File: config.mk
export PLATFORM = sky130hd
export DESIGN_NAME = reset_cause_ctrl
export DESIGN_NICKNAME = d
export VERILOG_FILES = /design/src/rtl/rcause_pkg.sv /design/src/rtl/stage_timer.sv /design/src/rtl/reset_cause_ctrl.sv
export VERILOG_INCLUDE_DIRS = /design/src /design/src/rtl
export SDC_FILE = /design/constraint.sdc
export NUM_CORES = 1
export LEC_CHECK = 0
export ABC_AREA = 0
export BUFFER_PORTS_ARGS = -buffer_cell sky130_fd_sc_hd__buf_2
export CAP_MARGIN = 15
export CORE_MARGIN = 5
export CORE_UTILIZATION = 52
export CTS_CLUSTER_DIAMETER = 100
export DETAILED_ROUTE_END_ITERATION = 12
export PLACE_DENSITY_LB_ADDON = 0.25
export SLEW_MARGIN = 30
export SYNTH_ARGS = -nofsm -noshare
export SYNTH_HDL_FRONTEND = slang
export SYNTH_SLANG_ARGS = --single-unit
File: constraint.sdc
create_clock -name CORE_CLK -period 2.4 [get_ports CORE_CLK]
set_clock_uncertainty 0.2 [all_clocks]
set_input_delay 0.24 -clock CORE_CLK [delete_from_list [all_inputs] [get_ports CORE_CLK]]
set_output_delay 0.24 -clock CORE_CLK [all_outputs]
set_load 0.03 [all_outputs]
File: src/rtl/rcause_defs.svh
// Constants for the reset cause and brown-out control block.
// Assumes a 100 MHz core clock and an 8-bit register port.
`ifndef RCAUSE_DEFS_SVH
`define RCAUSE_DEFS_SVH

`define CLK_PERIOD_NS 10
`define ADDR_W 4
`define ADDR_CAUSE 4'h0
`define ADDR_STATUS 4'h1

`define BOR_MODE_OFF 2'h0
`define BOR_MODE_SOFT 2'h1
`define BOR_MODE_NOSLEEP 2'h2
`define BOR_MODE_ON 2'h3

`define PRIORITY_LEVELS_ENABLE_BIT 7
`define SOFT_BROWNOUT_ENABLE_BIT 6
`define RI_BIT 4
`define TO_BIT 3
`define PD_BIT 2
`define POR_BIT 1
`define BOR_BIT 0

`define CAUSE_POR_VAL 8'h1C
`define CAUSE_WMASK 8'hD3
`define READ_IDLE 8'h00

`define POWER_UP_TIMER_TICKS 2048
`define OST_TICKS 1024
`define PLL_LOCK_US 2000
`define PLL_LOCK_CYC_DEF ((`PLL_LOCK_US * 1000) / `CLK_PERIOD_NS)
`define PIN_FILT_NS 50
`define PIN_FILT_CYC_DEF ((`PIN_FILT_NS + `CLK_PERIOD_NS - 1) / `CLK_PERIOD_NS)
`define BOR_MIN_NS 1000
`define BOR_MIN_CYC_DEF ((`BOR_MIN_NS + `CLK_PERIOD_NS - 1) / `CLK_PERIOD_NS)
`define TIMER_W 18

`endif

File: src/rtl/rcause_pkg.sv
// Types shared by the reset cause and brown-out control block.
// Assumes nothing beyond the constants header.
package rcause_pkg;

    typedef enum logic [2:0] {
        ST_HOLD = 3'h0,
        ST_POWER_UP_TIMER = 3'h1,
        ST_OST = 3'h3,
        ST_PLL = 3'h2,
        ST_RUN = 3'h6
    } seq_state_e;

    typedef struct packed {
        logic priority_levels_enable;
        logic soft_brownout_enable;
        logic unused;
        logic ri;
        logic wdt_to;
        logic pd;
        logic por;
        logic bor;
    } cause_s;

    typedef struct packed {
        logic pin_en;
        logic [1:0] bor_mode;
        logic [1:0] bor_level;
        logic power_up_timer_en_n;
        logic crystal;
        logic pll;
    } boot_cfg_s;

endpackage

File: src/rtl/stage_timer.sv
// Up-counter shared by the start-up delay stages.
// Assumes start is a one-cycle pulse and tick is a one-cycle enable.
`timescale 1ns/1ps
module stage_timer #(
    parameter int W = 18
) (
    input wire logic clk,
    input wire logic rst_n,
    input wire logic start,
    input wire logic tick,
    input wire logic [W-1:0] limit,
    output logic done
);
    logic [W-1:0] count_r;
    logic done_r;
    wire logic [W-1:0] count_inc = count_r + W'(1);

    always_ff @(posedge clk or negedge rst_n) begin
        if (!rst_n) begin
            count_r <= '0;
            done_r <= 1'b0;
        end else if (start) begin
            count_r <= '0;
            done_r <= 1'b0;
        end else if (tick && !done_r) begin
            count_r <= count_inc;
            done_r <= (count_inc == limit);
        end
    end

    assign done = done_r;
endmodule

File: src/rtl/reset_cause_ctrl.sv
// Reset supervision: cause register, pin filter, brown-out control
// and the power-up, oscillator start-up and lock delay sequence.
// Assumes all inputs are synchronous to CORE_CLK and that the
// configuration word is static; oscillator ticks are enable pulses.
//
// Contract
// priority enable bit selects priority levels
// soft brown-out enable only in mode 01
// soft enable resets to one in mode 01
// reset instruction clears its flag, resets device
// watchdog flag cleared by time-out, set otherwise
// power-down flag cleared by sleep instruction
// power-on flag cleared by power-on, software sets
// brown-out flag cleared by brown-out, firmware sets
// software sets both flags after power-on
// reset held while pin low, short pulses filtered
// reset pin is never driven
// disabled pin is a plain digital input
// power-on pulse restarts from initialized state
// long brown-out resets until supply recovers
// brown-out during power-up delay restarts it
// brown-out and power-up timer independent
// modes 00 and 11 fixed by hardware
// mode 10 disables detection during sleep
// detection needs stable reference first
// threshold only from configuration field
// power-up timer counts 2048 slow ticks
// power-up timer enabled by low bit
// crystal start-up counts 1024 oscillator cycles
// lock delay follows start-up when PLL on
// watchdog and power-down flags read-only
`include "rcause_defs.svh"
`timescale 1ns/1ps
module reset_cause_ctrl
    import rcause_pkg::*;
#(
    parameter int PLL_LOCK_CYC = `PLL_LOCK_CYC_DEF,
    parameter int PIN_FILT_CYC = `PIN_FILT_CYC_DEF,
    parameter int BOR_MIN_CYC = `BOR_MIN_CYC_DEF
) (
    input wire logic CORE_CLK,
    input wire logic RESETN,
    input wire boot_cfg_s CFG,
    input wire logic POR_PULSE,
    input wire logic BROWNOUT_DET,
    input wire logic REF_STABLE,
    input wire logic EXT_RESET_PIN,
    input wire logic LF_OSC_TICK,
    input wire logic OSC_IN_TICK,
    input wire logic SLEEP_ACTIVE,
    input wire logic RESET_INSTR,
    input wire logic WDT_CLEAR_INSTR,
    input wire logic SLEEP_INSTR,
    input wire logic WDT_TIMEOUT,
    input wire logic [`ADDR_W-1:0] REG_ADDR,
    input wire logic [7:0] REG_WDATA,
    input wire logic REG_WR,
    input wire logic REG_RD,
    output logic [7:0] REG_RDATA,
    output logic DEVICE_RESET,
    output logic PRIORITY_LEVELS_ENABLE,
    output logic REF_ENABLE,
    output logic BOR_ACTIVE,
    output logic [1:0] BOR_LEVEL,
    output logic PIN_DIG_IN,
    output logic PIN_OUT,
    output logic PIN_OE_N
);
    localparam logic [7:0] PIN_FILT_L = 8'(PIN_FILT_CYC);
    localparam logic [15:0] BOR_MIN_L = 16'(BOR_MIN_CYC);

    cause_s cause_r, cause_nxt;
    seq_state_e state_r, state_nxt;
    logic init_r, cold_r, pin_rst_d_r, bor_hold_r, bor_act_r;
    logic [7:0] pin_cnt_r;
    logic [15:0] bor_cnt_r;
    logic [7:0] rdata_r;
    logic dev_rst_r, priority_levels_enable_out_r, ref_en_r, pin_in_r;
    logic [1:0] level_r;
    logic timer_done;

    wire logic mode_soft = (CFG.bor_mode == `BOR_MODE_SOFT);
    wire logic in_run = (state_r == ST_RUN);
    wire logic wr_cause = REG_WR && (REG_ADDR == `ADDR_CAUSE);
    wire logic rd_cause = REG_RD && (REG_ADDR == `ADDR_CAUSE);
    wire logic rd_status = REG_RD && (REG_ADDR == `ADDR_STATUS);

    // power-on pulse or logic reset release
    wire logic por_evt = POR_PULSE || init_r;

    // filtered low level on the pin
    // pin function gated by its enable
    wire logic pin_rst = CFG.pin_en && (pin_cnt_r == PIN_FILT_L);
    wire logic pin_evt = pin_rst && !pin_rst_d_r;

    // fixed modes ignore the soft enable
    // mode 10 drops detection in sleep
    // soft enable effective only in mode 01
    wire logic bor_en = (CFG.bor_mode == `BOR_MODE_ON)
        || ((CFG.bor_mode == `BOR_MODE_NOSLEEP) && !SLEEP_ACTIVE)
        || (mode_soft && cause_r.soft_brownout_enable);

    // trip after minimum duration
    wire logic bor_trip = (bor_cnt_r == BOR_MIN_L);
    wire logic bor_evt = bor_trip && !bor_hold_r;

    // reset instruction acts only while running
    wire logic rst_instr_evt = RESET_INSTR && in_run;
    wire logic wdt_rst_evt = WDT_TIMEOUT && !SLEEP_ACTIVE && in_run;
    wire logic src_active = por_evt || bor_trip || bor_hold_r
        || pin_rst || rst_instr_evt || wdt_rst_evt;

    // timer enable is its own configuration bit
    // power-up timer enabled when its bit is low
    wire logic need_power_up_timer = cold_r && !CFG.power_up_timer_en_n;
    wire logic need_ost = cold_r && CFG.crystal;
    wire logic need_pll = need_ost && CFG.pll;
    wire seq_state_e after_power_up_timer = need_ost ? ST_OST : ST_RUN;
    wire seq_state_e first_stage = need_power_up_timer ? ST_POWER_UP_TIMER : after_power_up_timer;

    wire logic timer_start = (state_nxt != state_r);
    wire logic timer_tick = (state_r == ST_POWER_UP_TIMER) ? LF_OSC_TICK
        : (state_r == ST_OST) ? OSC_IN_TICK : 1'b1;
    wire logic [`TIMER_W-1:0] timer_limit =
        (state_r == ST_POWER_UP_TIMER) ? `TIMER_W'(`POWER_UP_TIMER_TICKS)
        : (state_r == ST_OST) ? `TIMER_W'(`OST_TICKS)
        : `TIMER_W'(PLL_LOCK_CYC);

    wire logic [7:0] status_w = {state_r, cold_r, bor_hold_r, bor_act_r,
        bor_en, pin_rst};
    // soft enable reads zero outside mode 01
    wire logic [7:0] cause_rd = cause_r & {1'b1, mode_soft, 6'h3F};
    wire logic [7:0] rdata_nxt = rd_cause ? cause_rd
        : rd_status ? status_w : `READ_IDLE;

    always_comb begin
        cause_nxt = cause_r;
        // write mask skips the two read-only flags
        if (wr_cause) begin
            cause_nxt = (cause_r & ~`CAUSE_WMASK)
                | (REG_WDATA & `CAUSE_WMASK);
            cause_nxt.unused = 1'b0;
            if (!mode_soft) begin
                cause_nxt.soft_brownout_enable = cause_r.soft_brownout_enable;
            end
        end
        // clear-watchdog and sleep set the watchdog flag
        // clear-watchdog sets, sleep clears power-down
        if (WDT_CLEAR_INSTR) begin
            cause_nxt.wdt_to = 1'b1;
            cause_nxt.pd = 1'b1;
        end
        if (SLEEP_INSTR) begin
            cause_nxt.wdt_to = 1'b1;
            cause_nxt.pd = 1'b0;
        end
        if (pin_evt && SLEEP_ACTIVE) begin
            cause_nxt.wdt_to = 1'b1;
            cause_nxt.pd = 1'b0;
        end
        // time-out clears the watchdog flag
        if (WDT_TIMEOUT) begin
            cause_nxt.wdt_to = 1'b0;
            if (SLEEP_ACTIVE) begin
                cause_nxt.pd = 1'b0;
            end
        end
        // reset instruction clears its flag
        if (rst_instr_evt) begin
            cause_nxt.ri = 1'b0;
        end
        // brown-out reset clears the brown-out flag
        if (bor_evt) begin
            cause_nxt.ri = 1'b1;
            cause_nxt.wdt_to = 1'b1;
            cause_nxt.pd = 1'b1;
            cause_nxt.bor = 1'b0;
            if (!mode_soft) begin
                cause_nxt.soft_brownout_enable = 1'b0;
            end
        end
        // soft enable reset value from mode
        // power-on clears the power-on flag
        if (por_evt) begin
            cause_nxt = cause_s'(`CAUSE_POR_VAL);
            cause_nxt.soft_brownout_enable = mode_soft;
        end
    end

    always_comb begin
        state_nxt = state_r;
        case (state_r)
            ST_HOLD: begin
                state_nxt = first_stage;
            end
            // held in reset while the slow timer runs
            ST_POWER_UP_TIMER: begin
                if (timer_done) begin
                    state_nxt = after_power_up_timer;
                end
            end
            // crystal start-up after the power-up delay
            ST_OST: begin
                if (timer_done) begin
                    state_nxt = need_pll ? ST_PLL : ST_RUN;
                end
            end
            // lock delay closes the sequence
            ST_PLL: begin
                if (timer_done) begin
                    state_nxt = ST_RUN;
                end
            end
            ST_RUN: begin
                state_nxt = ST_RUN;
            end
            default: begin
                state_nxt = ST_HOLD;
            end
        endcase
        // any source, new brown-out included, restarts
        if (src_active) begin
            state_nxt = ST_HOLD;
        end
    end

    stage_timer #(
        .W(`TIMER_W)
    ) u_timer (
        .clk(CORE_CLK),
        .rst_n(RESETN),
        .start(timer_start),
        .tick(timer_tick),
        .limit(timer_limit),
        .done(timer_done)
    );

    // pin low counter saturates at the filter length
    always_ff @(posedge CORE_CLK or negedge RESETN) begin
        if (!RESETN) begin
            pin_cnt_r <= 8'h00;
            pin_rst_d_r <= 1'b0;
        end else begin
            pin_rst_d_r <= pin_rst;
            if (EXT_RESET_PIN) begin
                pin_cnt_r <= 8'h00;
            end else if (pin_cnt_r != PIN_FILT_L) begin
                pin_cnt_r <= pin_cnt_r + 8'h01;
            end
        end
    end

    // detection waits for a stable reference
    // hold until supply is back above threshold
    always_ff @(posedge CORE_CLK or negedge RESETN) begin
        if (!RESETN) begin
            bor_act_r <= 1'b0;
            bor_cnt_r <= 16'h0000;
            bor_hold_r <= 1'b0;
        end else begin
            bor_act_r <= bor_en && REF_STABLE;
            if (!(bor_act_r && BROWNOUT_DET)) begin
                bor_cnt_r <= 16'h0000;
            end else if (!bor_trip) begin
                bor_cnt_r <= bor_cnt_r + 16'h0001;
            end
            if (!BROWNOUT_DET) begin
                bor_hold_r <= 1'b0;
            end else if (bor_trip) begin
                bor_hold_r <= 1'b1;
            end
        end
    end

    // The cause register reset value is a constant; the mode-dependent
    // part is applied by the init pulse right after release.
    always_ff @(posedge CORE_CLK or negedge RESETN) begin
        if (!RESETN) begin
            cause_r <= cause_s'(`CAUSE_POR_VAL);
            init_r <= 1'b1;
            cold_r <= 1'b1;
            state_r <= ST_HOLD;
        end else begin
            cause_r <= cause_nxt;
            init_r <= 1'b0;
            state_r <= state_nxt;
            if (por_evt || bor_evt) begin
                cold_r <= 1'b1;
            end else if (in_run) begin
                cold_r <= 1'b0;
            end
        end
    end

    // the pin output is never enabled
    // threshold taken only from configuration
    // priority enable passed to the interrupt logic
    always_ff @(posedge CORE_CLK or negedge RESETN) begin
        if (!RESETN) begin
            rdata_r <= `READ_IDLE;
            dev_rst_r <= 1'b1;
            priority_levels_enable_out_r <= 1'b0;
            ref_en_r <= 1'b0;
            level_r <= 2'h0;
            pin_in_r <= 1'b0;
        end else begin
            rdata_r <= rdata_nxt;
            dev_rst_r <= (state_nxt != ST_RUN);
            priority_levels_enable_out_r <= cause_r.priority_levels_enable;
            ref_en_r <= bor_en;
            level_r <= CFG.bor_level;
            pin_in_r <= EXT_RESET_PIN;
        end
    end

    assign REG_RDATA = rdata_r;
    assign DEVICE_RESET = dev_rst_r;
    assign PRIORITY_LEVELS_ENABLE = priority_levels_enable_out_r;
    assign REF_ENABLE = ref_en_r;
    assign BOR_ACTIVE = bor_act_r;
    assign BOR_LEVEL = level_r;
    assign PIN_DIG_IN = pin_in_r;
    assign PIN_OUT = 1'b0;
    assign PIN_OE_N = 1'b1;
endmodule

==> flow_metrics.py, run 1 <==
metrics = {
    "run_status": {
        "status": "completed",
    },
    "drt": {
        "drtIter0Drc": 276,
        "ant_nets": 0,
        "vias": 3375,
        "wire_per_inst_um": 15.32,
        "first_pass_iters": 4,
        "via_per_inst": 5.409,
        "wl_um": 9557,
        "route.detailed.drc": 0,
    },
    "power_and_ir_drop": {
        "p_leak_nw": 2.227,
        "finalPower_mw": 2.621,
        "ir_drop_mv": 0.3475,
        "p_per_area_nw_per_um2": 525.9,
    },
    "clock_tree": {
        "clk_pin_slew_ns": 0.08,
        "numCtsBuffers": 9,
        "root_buffer": "clkbuf_8",
        "clock_sinks": 72,
        "clk_latency_ns": 0.35,
        "h-tree-depth": 3,
        "cts_tree": "done",
        "cts.path.max_buffers": 2,
    },
    "logic_synthesis": {
        "synth.cell_area_um2": 3822,
        "synth_area_leaders": "dfrtp_1 43%, nor2_1 6.9%, xor2_1 6.2%, dfstp_2 4.1%, nand2_1 3.5%",
        "yosys.area.top_type": "dfrtp_1",
        "synth.most_common_cell": "nor2_1",
        "synth_common_cells": "70 x nor2_1, 66 x dfrtp_1, 36 x nand2_1",
        "ys_ff_latch": 72,
        "postSynthCellCount": 414,
        "yosysTopAreaCellShare": 0.4321,
        "async_flop_share": 1.000,
        "synth_cell_type_count": 51,
        "synth_edf_count": 0,
        "avgSynthCellArea_um2": 9.233,
        "ys_seq_area_frac": 0.4733,
        "yosys_most_used_dff": "dfrtp_1",
        "yosysWarnings": 0,
    },
    "floorplan": {
        "fp-row-count": 31,
        "fp.dieH_um": 95.74,
        "start_util": 0.5298,
        "die_width_um": 95.74,
        "coreArea_um2": 7214,
        "io_pins": 52,
        "die_area_um2": 9165,
    },
    "critical_path": {
        "crit_type": "reg -> reg",
        "worstSetupStartpointType": "register",
        "cp_max_fo": 3,
        "worstReg2RegStart": "u_timer.count_r[0]",
        "cp.required_ns": 2.48,
        "cp.arrival_ns": 2.37,
        "crit_path_end_kind": "register",
        "r2r_setup_slack_ns": 0.10,
        "ff2ff_path_depth": 9,
        "timing.rr.end": "u_timer.done",
    },
    "cells_and_area": {
        "area_growth_pct": 30.38,
        "insertedDiodeCount": 0,
        "utilization": 0.6908,
        "fillerInstances": 561,
        "fin_cells": 624,
        "drive_above_1_share": 0.2800,
        "nets": 561,
    },
    "timing": {
        "slew_headroom": 0.6359,
        "final_hold_viol_count": 0,
        "timing.hold.ws_ns": 0.02215,
        "min_period_over_period": 0.9564,
        "fmaxAchievable_ghz": 0.4356,
        "finalSetupViolCount": 0,
        "period_minus_slack_ns": 2.295,
        "worst_pin_slew_ns": 0.5462,
        "slew_violations": 0,
    },
    "grt": {
        "antenna_found_initial": 0,
        "first_global_vias": 3345,
        "grt_pass1_wl_um": 15450,
        "grt_max_degree": 50,
        "overflow": 0,
        "track_usage": 0.2190,
    },
    "worst_hold_path": {
        "whs_endpoint": "cause_r[6]",
        "min_from": "CFG[6]",
        "hold_depth": 4,
        "hold_class": "in -> reg",
    },
    "place": {
        "io_buffers": 46,
        "place_congestion": 0.8725,
        "dp_hpwl_um": 6139,
        "place_inst": 582,
    },
    "flow_run": {
        "maxCapViolCount": 0,
    },
}
-- cells in the final DEF (no fill, tap or decap), types with 10 or more instances in the layout --
master and count:
dfrtp_1 65, nor2_1 65, buf_4 49, buf_2 46
nand2_1 36, xor2_1 27, nand3_1 20, a21oi_1 16
nand4_1 15, xnor2_1 14, dlygate4sd3_1 14, inv_1 13
o21ai_0 13, mux2i_1 12, nor3_1 11, clkbuf_8 10
-- logic make-up after synthesis --
| kind of cell | after synthesis | share of synthesized area |
|---|---|---|
| AND/OR/NAND/NOR | 193 | 0.2439 |
| adder cells (fa/ha/maj) | 6 | 0.01964 |
| AO/OA/AOI/OAI | 54 | 0.09297 |
| flip-flops | 72 | 0.4733 |
| other | 2 | 0.001965 |
| XOR/XNOR | 42 | 0.09624 |
| buffers and inverters | 33 | 0.04059 |
| multiplexers | 12 | 0.03143 |
-- registers in the layout, summed over array words and instances, names as in the netlist, 2 cells and up --
signal and cells:
REG_RDATA 8, bor_cnt_r 16, u_timer.count_r 18, BOR_LEVEL 2, state_r 3, pin_cnt_r 8
cause_r 7
-- per-stage QoR --
step / worst slack (ns) / setup TNS (ns) / cell area [µm²]
3_3_place_gp: -0.08189 / -1.503 / 4402
4_1_cts: 0.002974 / 0 / 4801
6_report: 0.1045 / 0 / 4984
3_5_place_dp: -0.1866 / -3.040 / 4402
2_1_floorplan: 0.04045 / 0 / 3826
5_1_grt: -0.02599 / -0.05859 / 4984
-- power breakdown --
| part | leakage [nW] | internal (mW) | total [mW] | switching (mW) |
|---|---|---|---|---|
| logic | 1.18 | 0.198 | 0.460 | 0.262 |
| clock network | 0.0822 | 0.409 | 0.872 | 0.464 |
| registers | 0.965 | 1.25 | 1.29 | 0.0348 |
| total | 2.23 | 1.86 | 2.62 | 0.761 |
-- area by class of cell --
| type | count | area (µm²) | share of cell area |
|---|---|---|---|
| repair buffers | 111 | 769.5 | 0.1544 |
| clock inverters | 5 | 40.04 | 0.008034 |
| multi-input cells | 313 | 2049 | 0.4112 |
| well taps | 99 | 123.9 | 0.02486 |
| inverters | 13 | 48.80 | 0.009792 |
| flip-flops and latches | 72 | 1810 | 0.3633 |
| clock buffers | 11 | 141.4 | 0.02837 |
-- critical path, stage by stage (launching register included) --
cell	delay [ns]
dfrtp_1	0.41
ha_4	0.17
buf_4	0.10
nand2_1	0.08
nor4_2	0.21
xor2_1	0.12
a2111o_1	0.39
a2111oi_4	0.20
nand4_1	0.19
a21oi_2	0.15
-- how the worst max path moves through the flow --
stage | start | to | slack [ns] | cells past startpoint
finish | u_timer.count_r[0] | u_timer.done | 0.10 | 9
global route | bor_cnt_r[1] | u_timer.count_r[2] | -0.03 | 11
CTS | u_timer.count_r[4] | u_timer.done | 0.003 | 7
detailed placement | bor_cnt_r[0] | u_timer.count_r[14] | -0.19 | 9
global placement | bor_cnt_r[0] | u_timer.count_r[1] | -0.08 | 9
floorplan | u_timer.count_r[8] | u_timer.done | 0.04 | 8
-- timing repair --
action,CTS,global route
resized for setup,11,21
endpoints found under the setup margin,19,19
endpoints found under the hold margin,42,0
hold buffers,14,0
pin swaps,4,22
buffers inserted,2,7
cloned,1,2
-- metal layers --
layer,routed length (µm),vias to the layer above,GRT usage
met5,0,-,0
met1,3961,1633,0.2740
met2,4912,93,0.3584
met4,210,0,0.1055
li1,-,1627,-
met3,471,22,0.04926
Note: power is estimated with default switching activity, not from simulation.
==> run 2: changes to the inputs <==
--- a/config.mk
+++ b/config.mk
@@ -9,8 +9,10 @@
 export ABC_AREA = 0
 export BUFFER_PORTS_ARGS = -buffer_cell sky130_fd_sc_hd__buf_2
 export CAP_MARGIN = 15
+export CELL_PAD_IN_SITES_DETAIL_PLACEMENT = 0
+export CELL_PAD_IN_SITES_GLOBAL_PLACEMENT = 2
 export CORE_MARGIN = 5
-export CORE_UTILIZATION = 52
+export CORE_UTILIZATION = 32
 export CTS_CLUSTER_DIAMETER = 100
 export DETAILED_ROUTE_END_ITERATION = 12
 export PLACE_DENSITY_LB_ADDON = 0.25
==> flow_metrics.py, run 2 (synthesized netlist as in run 1, its figures left out) <==
metrics = {
    "run_status": {
        "status": "completed",
    },
    "clock_tree": {
        "clock_sinks": 72,
        "h-tree-depth": 3,
        "root_buffer": "clkbuf_16",
        "clk_pin_slew_ns": 0.06,
        "cts.path.max_buffers": 2,
        "clk_latency_ns": 0.33,
        "cts_tree": "done",
        "numCtsBuffers": 9,
    },
    "power_and_ir_drop": {
        "ir_drop_mv": 0.4725,
        "internal_power_mw": 2.296,
        "finalPower_mw": 3.120,
        "seq_power_share": 0.413,
        "power.switching_mw": 0.8239,
        "p_per_area_nw_per_um2": 600.9,
        "p_sw_frac": 0.2640,
        "p_clk_frac": 0.438,
        "p_leak_nw": 2.318,
        "p_comb_frac": 0.149,
    },
    "critical_path": {
        "r2r_setup_slack_ns": 0.09,
        "cp.arrival_ns": 2.37,
        "endpoint": "u_timer.count_r[14]",
        "crit_start": "bor_cnt_r[0]",
        "cp_max_fo": 5,
        "timing.rr.end": "u_timer.count_r[14]",
        "crit_path_end_kind": "register",
        "worstSetupStartpointType": "register",
        "crit_type": "reg -> reg",
        "worstReg2RegStart": "bor_cnt_r[0]",
        "cp.required_ns": 2.46,
        "ff2ff_path_depth": 12,
    },
    "drt": {
        "drtIter0Drc": 153,
        "ant_nets": 0,
        "route.detailed.drc": 0,
        "vias": 3312,
        "via_per_inst": 4.892,
        "first_pass_iters": 4,
        "wire_per_inst_um": 14.78,
        "wl_um": 10010,
    },
    "timing": {
        "slew_violations": 0,
        "fmaxAchievable_ghz": 0.4327,
        "tns_ns": 0,
        "period_minus_slack_ns": 2.311,
        "final_hold_viol_count": 0,
        "finalSetupViolCount": 0,
        "rsz0062_at_grt": "true",
        "worst_pin_slew_ns": 0.5882,
        "finalWorstSetupSlack_ns": 0.08904,
        "min_period_over_period": 0.9629,
        "slew_headroom": 0.6069,
    },
    "grt": {
        "overflow": 0,
        "track_usage": 0.1468,
        "first_global_vias": 3376,
        "grt_pass1_wl_um": 16780,
        "antenna_found_initial": 0,
        "grt_max_degree": 42,
    },
    "cells_and_area": {
        "area_growth_pct": 35.84,
        "fin_area_um2": 5192,
        "mostFrequentLayoutCells": "66 x dfrtp_1, 66 x nor2_1, 57 x buf_4",
        "fillerInstances": 1188,
        "nets": 566,
        "largest-register": "u_timer.count_r",
        "insertedDiodeCount": 0,
        "reg_top3": "u_timer.count_r: 18 flops, bor_cnt_r: 16 flops",
        "fin_cells": 677,
        "largest_reg_flops": 18,
        "drive_above_1_share": 0.2906,
    },
    "place": {
        "place_congestion": 0.7710,
        "place_inst": 643,
        "dpl_cell_area_um2": 4562,
        "place_ws_ns": -0.2420,
        "dp_hpwl_um": 6887,
        "io_buffers": 46,
    },
    "flow_run": {
        "maxCapViolCount": 0,
    },
    "floorplan": {
        "die_width_um": 119.3,
        "start_util": 0.3223,
        "fp-row-count": 40,
        "coreArea_um2": 11860,
        "fp.dieH_um": 119.3,
        "io_pins": 52,
        "die_area_um2": 14230,
    },
    "worst_hold_path": {
        "hold_class": "in -> reg",
    },
}
run 2: metal layers:
| metal | vias up | share of wire | track usage |
|---|---|---|---|
| met5 | - | 0 | 0 |
| met4 | 0 | 0.021 | 0.05512 |
| met1 | 1599 | 0.46 | 0.1868 |
| met2 | 48 | 0.49 | 0.2416 |
| met3 | 15 | 0.027 | 0.03561 |
| li1 | 1650 | - | - |
run 2: worst min path at each step:
stage / startpoint / end / slack [ns] / depth (start not counted)
3_5_place_dp: RESETN / BOR_LEVEL[1] / 0.07 / 1
6_report: REG_WDATA[1] / cause_r[1] / 0.01 / 3
2_1_floorplan: RESETN / BOR_ACTIVE / -0.26 / 0
4_1_cts: REG_WDATA[7] / cause_r[7] / 0.007 / 3
5_1_grt: REG_WDATA[1] / cause_r[1] / 0.03 / 3
3_3_place_gp: RESETN / pin_cnt_r[4] / 0.07 / 1
run 2: metrics by stage:
step	util	hold WS, ns
finish	0.4378	0.01081
global route	0.4378	0.03350
CTS	0.4274	0.007197
detailed placement	0.3846	0.07324
global placement	0.3846	0.07147
floorplan	-	-0.2556
run 2: repair_timing:
action	in CTS	in global routing
hold buffers	10	0
pin swaps	4	13
setup endpoints to repair	19	19
resized for setup	13	18
gates cloned	2	0
setup buffers	2	4
endpoints found under the hold margin	53	0
run 2: power by group through the flow:
stage / logic (mW) / registers [mW] / clock network, mW
2_1_floorplan: 0.195 / 1.32 / 0
5_1_grt: 0.515 / 1.29 / 1.46
6_report: 0.464 / 1.29 / 1.37
3_3_place_gp: 0.375 / 1.30 / 0
4_1_cts: 0.436 / 1.28 / 1.40
3_5_place_dp: 0.378 / 1.30 / 0
run 2: final cells by class:
class                      count  area, µm²  share of cell area
clock buffer                  10      239.0             0.04602
clock inverter                 6      68.82             0.01325
inverter                      13      48.80            0.009398
multi-input combinational    312       2024              0.3899
sequential                    72       1809              0.3484
tap                          147      183.9             0.03542
timing repair buffer         117      818.3              0.1576
run 2: critical path: stages, from the launching register on:
cell and delay (ns):
dfrtp_1 0.34, inv_1 0.05, ha_1 0.18, and4b_1 0.19
a41oi_2 0.24, o2111ai_4 0.19, buf_6 0.17, nor2_4 0.10
xnor2_2 0.13, buf_6 0.15, o21ai_4 0.06, buf_6 0.14
nor2_1 0.09
==> run 3: changes to the inputs <==
--- a/config.mk
+++ b/config.mk
@@ -15,6 +15,7 @@
 export CORE_UTILIZATION = 32
 export CTS_CLUSTER_DIAMETER = 100
 export DETAILED_ROUTE_END_ITERATION = 12
+export GPL_TIMING_DRIVEN = 0
 export PLACE_DENSITY_LB_ADDON = 0.25
 export SLEW_MARGIN = 30
 export SYNTH_ARGS = -nofsm -noshare
==> flow_metrics.py, run 3 (synthesized netlist as in run 1, its figures left out) <==
metrics = {
    "place": {
        "dpl_cell_area_um2": 4265,
        "place_congestion": 0.7911,
        "dp_hpwl_um": 6635,
        "place_inst": 608,
        "io_buffers": 45,
    },
    "worst_hold_path": {
        "hold_class": "in -> reg",
    },
    "cells_and_area": {
        "utilization": 0.4244,
        "area_growth_pct": 31.69,
        "largest_reg_flops": 18,
        "layout_commonest_cell": "dfrtp_1",
        "reg_top3": "u_timer.count_r: 18 flops, bor_cnt_r: 16 flops",
        "insertedDiodeCount": 0,
        "largest-register": "u_timer.count_r",
        "fin_area_um2": 5034,
        "nets": 538,
        "fin_cells": 649,
        "fillerInstances": 1178,
        "mostFrequentLayoutCells": "63 x dfrtp_1, 62 x nor2_1, 47 x buf_2",
        "drive_above_1_share": 0.2629,
    },
    "timing": {
        "final_hold_viol_count": 0,
        "timing.hold.ws_ns": 0.01163,
        "slew_violations": 0,
        "rsz0062_at_grt": "true",
        "min_period_over_period": 0.9763,
        "tns_ns": 0,
        "slew_headroom": 0.5843,
        "fmaxAchievable_ghz": 0.4268,
        "finalSetupViolCount": 0,
        "period_minus_slack_ns": 2.343,
        "worst_pin_slew_ns": 0.6235,
    },
    "grt": {
        "antenna_found_initial": 0,
        "first_global_vias": 3261,
        "overflow": 0,
        "grt_max_degree": 43,
        "track_usage": 0.1459,
        "grt_pass1_wl_um": 16500,
    },
    "drt": {
        "via_per_inst": 4.863,
        "first_pass_iters": 4,
        "drtIter0Drc": 142,
        "vias": 3156,
        "route.detailed.drc": 0,
        "wl_um": 9701,
        "ant_nets": 0,
        "wire_per_inst_um": 14.95,
    },
    "critical_path": {
        "crit_path_end_kind": "register",
        "cp_max_fo": 5,
        "crit_type": "reg -> reg",
        "cp.required_ns": 2.47,
        "cp.arrival_ns": 2.41,
        "worstSetupStartpointType": "register",
    },
    "power_and_ir_drop": {
        "p_clk_frac": 0.467,
        "internal_power_mw": 2.438,
        "p_leak_nw": 2.198,
        "power.switching_mw": 0.7958,
        "p_per_area_nw_per_um2": 642.5,
        "p_sw_frac": 0.2461,
        "seq_power_share": 0.400,
        "ir_drop_mv": 0.5228,
        "p_comb_frac": 0.133,
    },
    "floorplan": {
        "die_width_um": 119.3,
        "fp-row-count": 40,
        "fp.dieH_um": 119.3,
        "die_area_um2": 14230,
        "coreArea_um2": 11860,
        "io_pins": 52,
        "start_util": 0.3223,
    },
    "flow_run": {
        "maxCapViolCount": 0,
    },
    "clock_tree": {
        "numCtsBuffers": 9,
        "clock_sinks": 72,
        "clk_pin_slew_ns": 0.05,
        "clk_latency_ns": 0.34,
        "h-tree-depth": 3,
        "root_buffer": "clkbuf_16",
        "cts_tree": "done",
        "cts.path.max_buffers": 2,
    },
    "run_status": {
        "status": "completed",
    },
}
run 3: worst paths after layout:
path                               startpoint                      to  slack [ns]  depth (start not counted)
max                        u_timer.count_r[1]            u_timer.done        0.06                         10
min                              REG_WDATA[1]              cause_r[1]        0.01                          3
max reg2reg                u_timer.count_r[1]            u_timer.done        0.06                         10
min reg2reg                        cause_r[7]  PRIORITY_LEVELS_ENABLE        0.22                          0
max in group asynchronous              RESETN              cause_r[4]        1.18                          3
min in group asynchronous              RESETN            BOR_LEVEL[1]        0.20                          2
run 3: per-layer routing:
| layer | share of wire | global-route usage |
|---|---|---|
| met4 | 0.028 | 0.05941 |
| met3 | 0.041 | 0.05081 |
| met5 | 0 | 0 |
| met1 | 0.44 | 0.1733 |
| met2 | 0.49 | 0.2409 |
run 3: power by group through the flow:
stage | combinational [mW] | sequential, mW | clock [mW]
floorplan | 0.195 | 1.32 | 0
global placement | 0.325 | 1.31 | 0
detailed placement | 0.335 | 1.32 | 0
CTS | 0.414 | 1.29 | 1.56
global route | 0.480 | 1.30 | 1.62
finish | 0.431 | 1.29 | 1.51
run 3: what timing repair did:
| item | CTS | global route |
|---|---|---|
| resized for setup | 21 | 23 |
| hold buffers | 11 | 0 |
| setup endpoints to repair | 24 | 19 |
| setup buffers | 7 | 10 |
| pin swaps | 8 | 11 |
| hold endpoints to repair | 40 | 0 |
run 3: final cells by class:
type | instances | area (µm²) | share of cell area
Clock inverter | 4 | 75.07 | 0.01491
Sequential cell | 72 | 1813 | 0.3602
Buffer | 17 | 105.1 | 0.02088
Inverter | 13 | 48.80 | 0.009694
Clock buffer | 12 | 266.5 | 0.05295
Tap cell | 147 | 183.9 | 0.03654
Timing Repair Buffer | 74 | 505.5 | 0.1004
Multi-Input combinational cell | 310 | 2036 | 0.4044
run 3: through the flow:
| stage | setup WS, ns | power, mW |
|---|---|---|
| 2_1_floorplan | 0.04045 | 1.517 |
| 3_3_place_gp | -0.4496 | 1.640 |
| 3_5_place_dp | -0.4249 | 1.652 |
| 4_1_cts | 0.01061 | 3.267 |
| 5_1_grt | -0.06435 | 3.401 |
| 6_report | 0.05693 | 3.234 |
run 3: critical path, cell delays in order (launching register included):
cell and delay [ns]:
dfrtp_1 0.38, ha_4 0.17, and4_1 0.20, buf_6 0.13, buf_4 0.11, nand3_2 0.07
xnor2_1 0.13, a2111o_1 0.33, a2111oi_4 0.20, nand4_1 0.19, a21oi_1 0.15
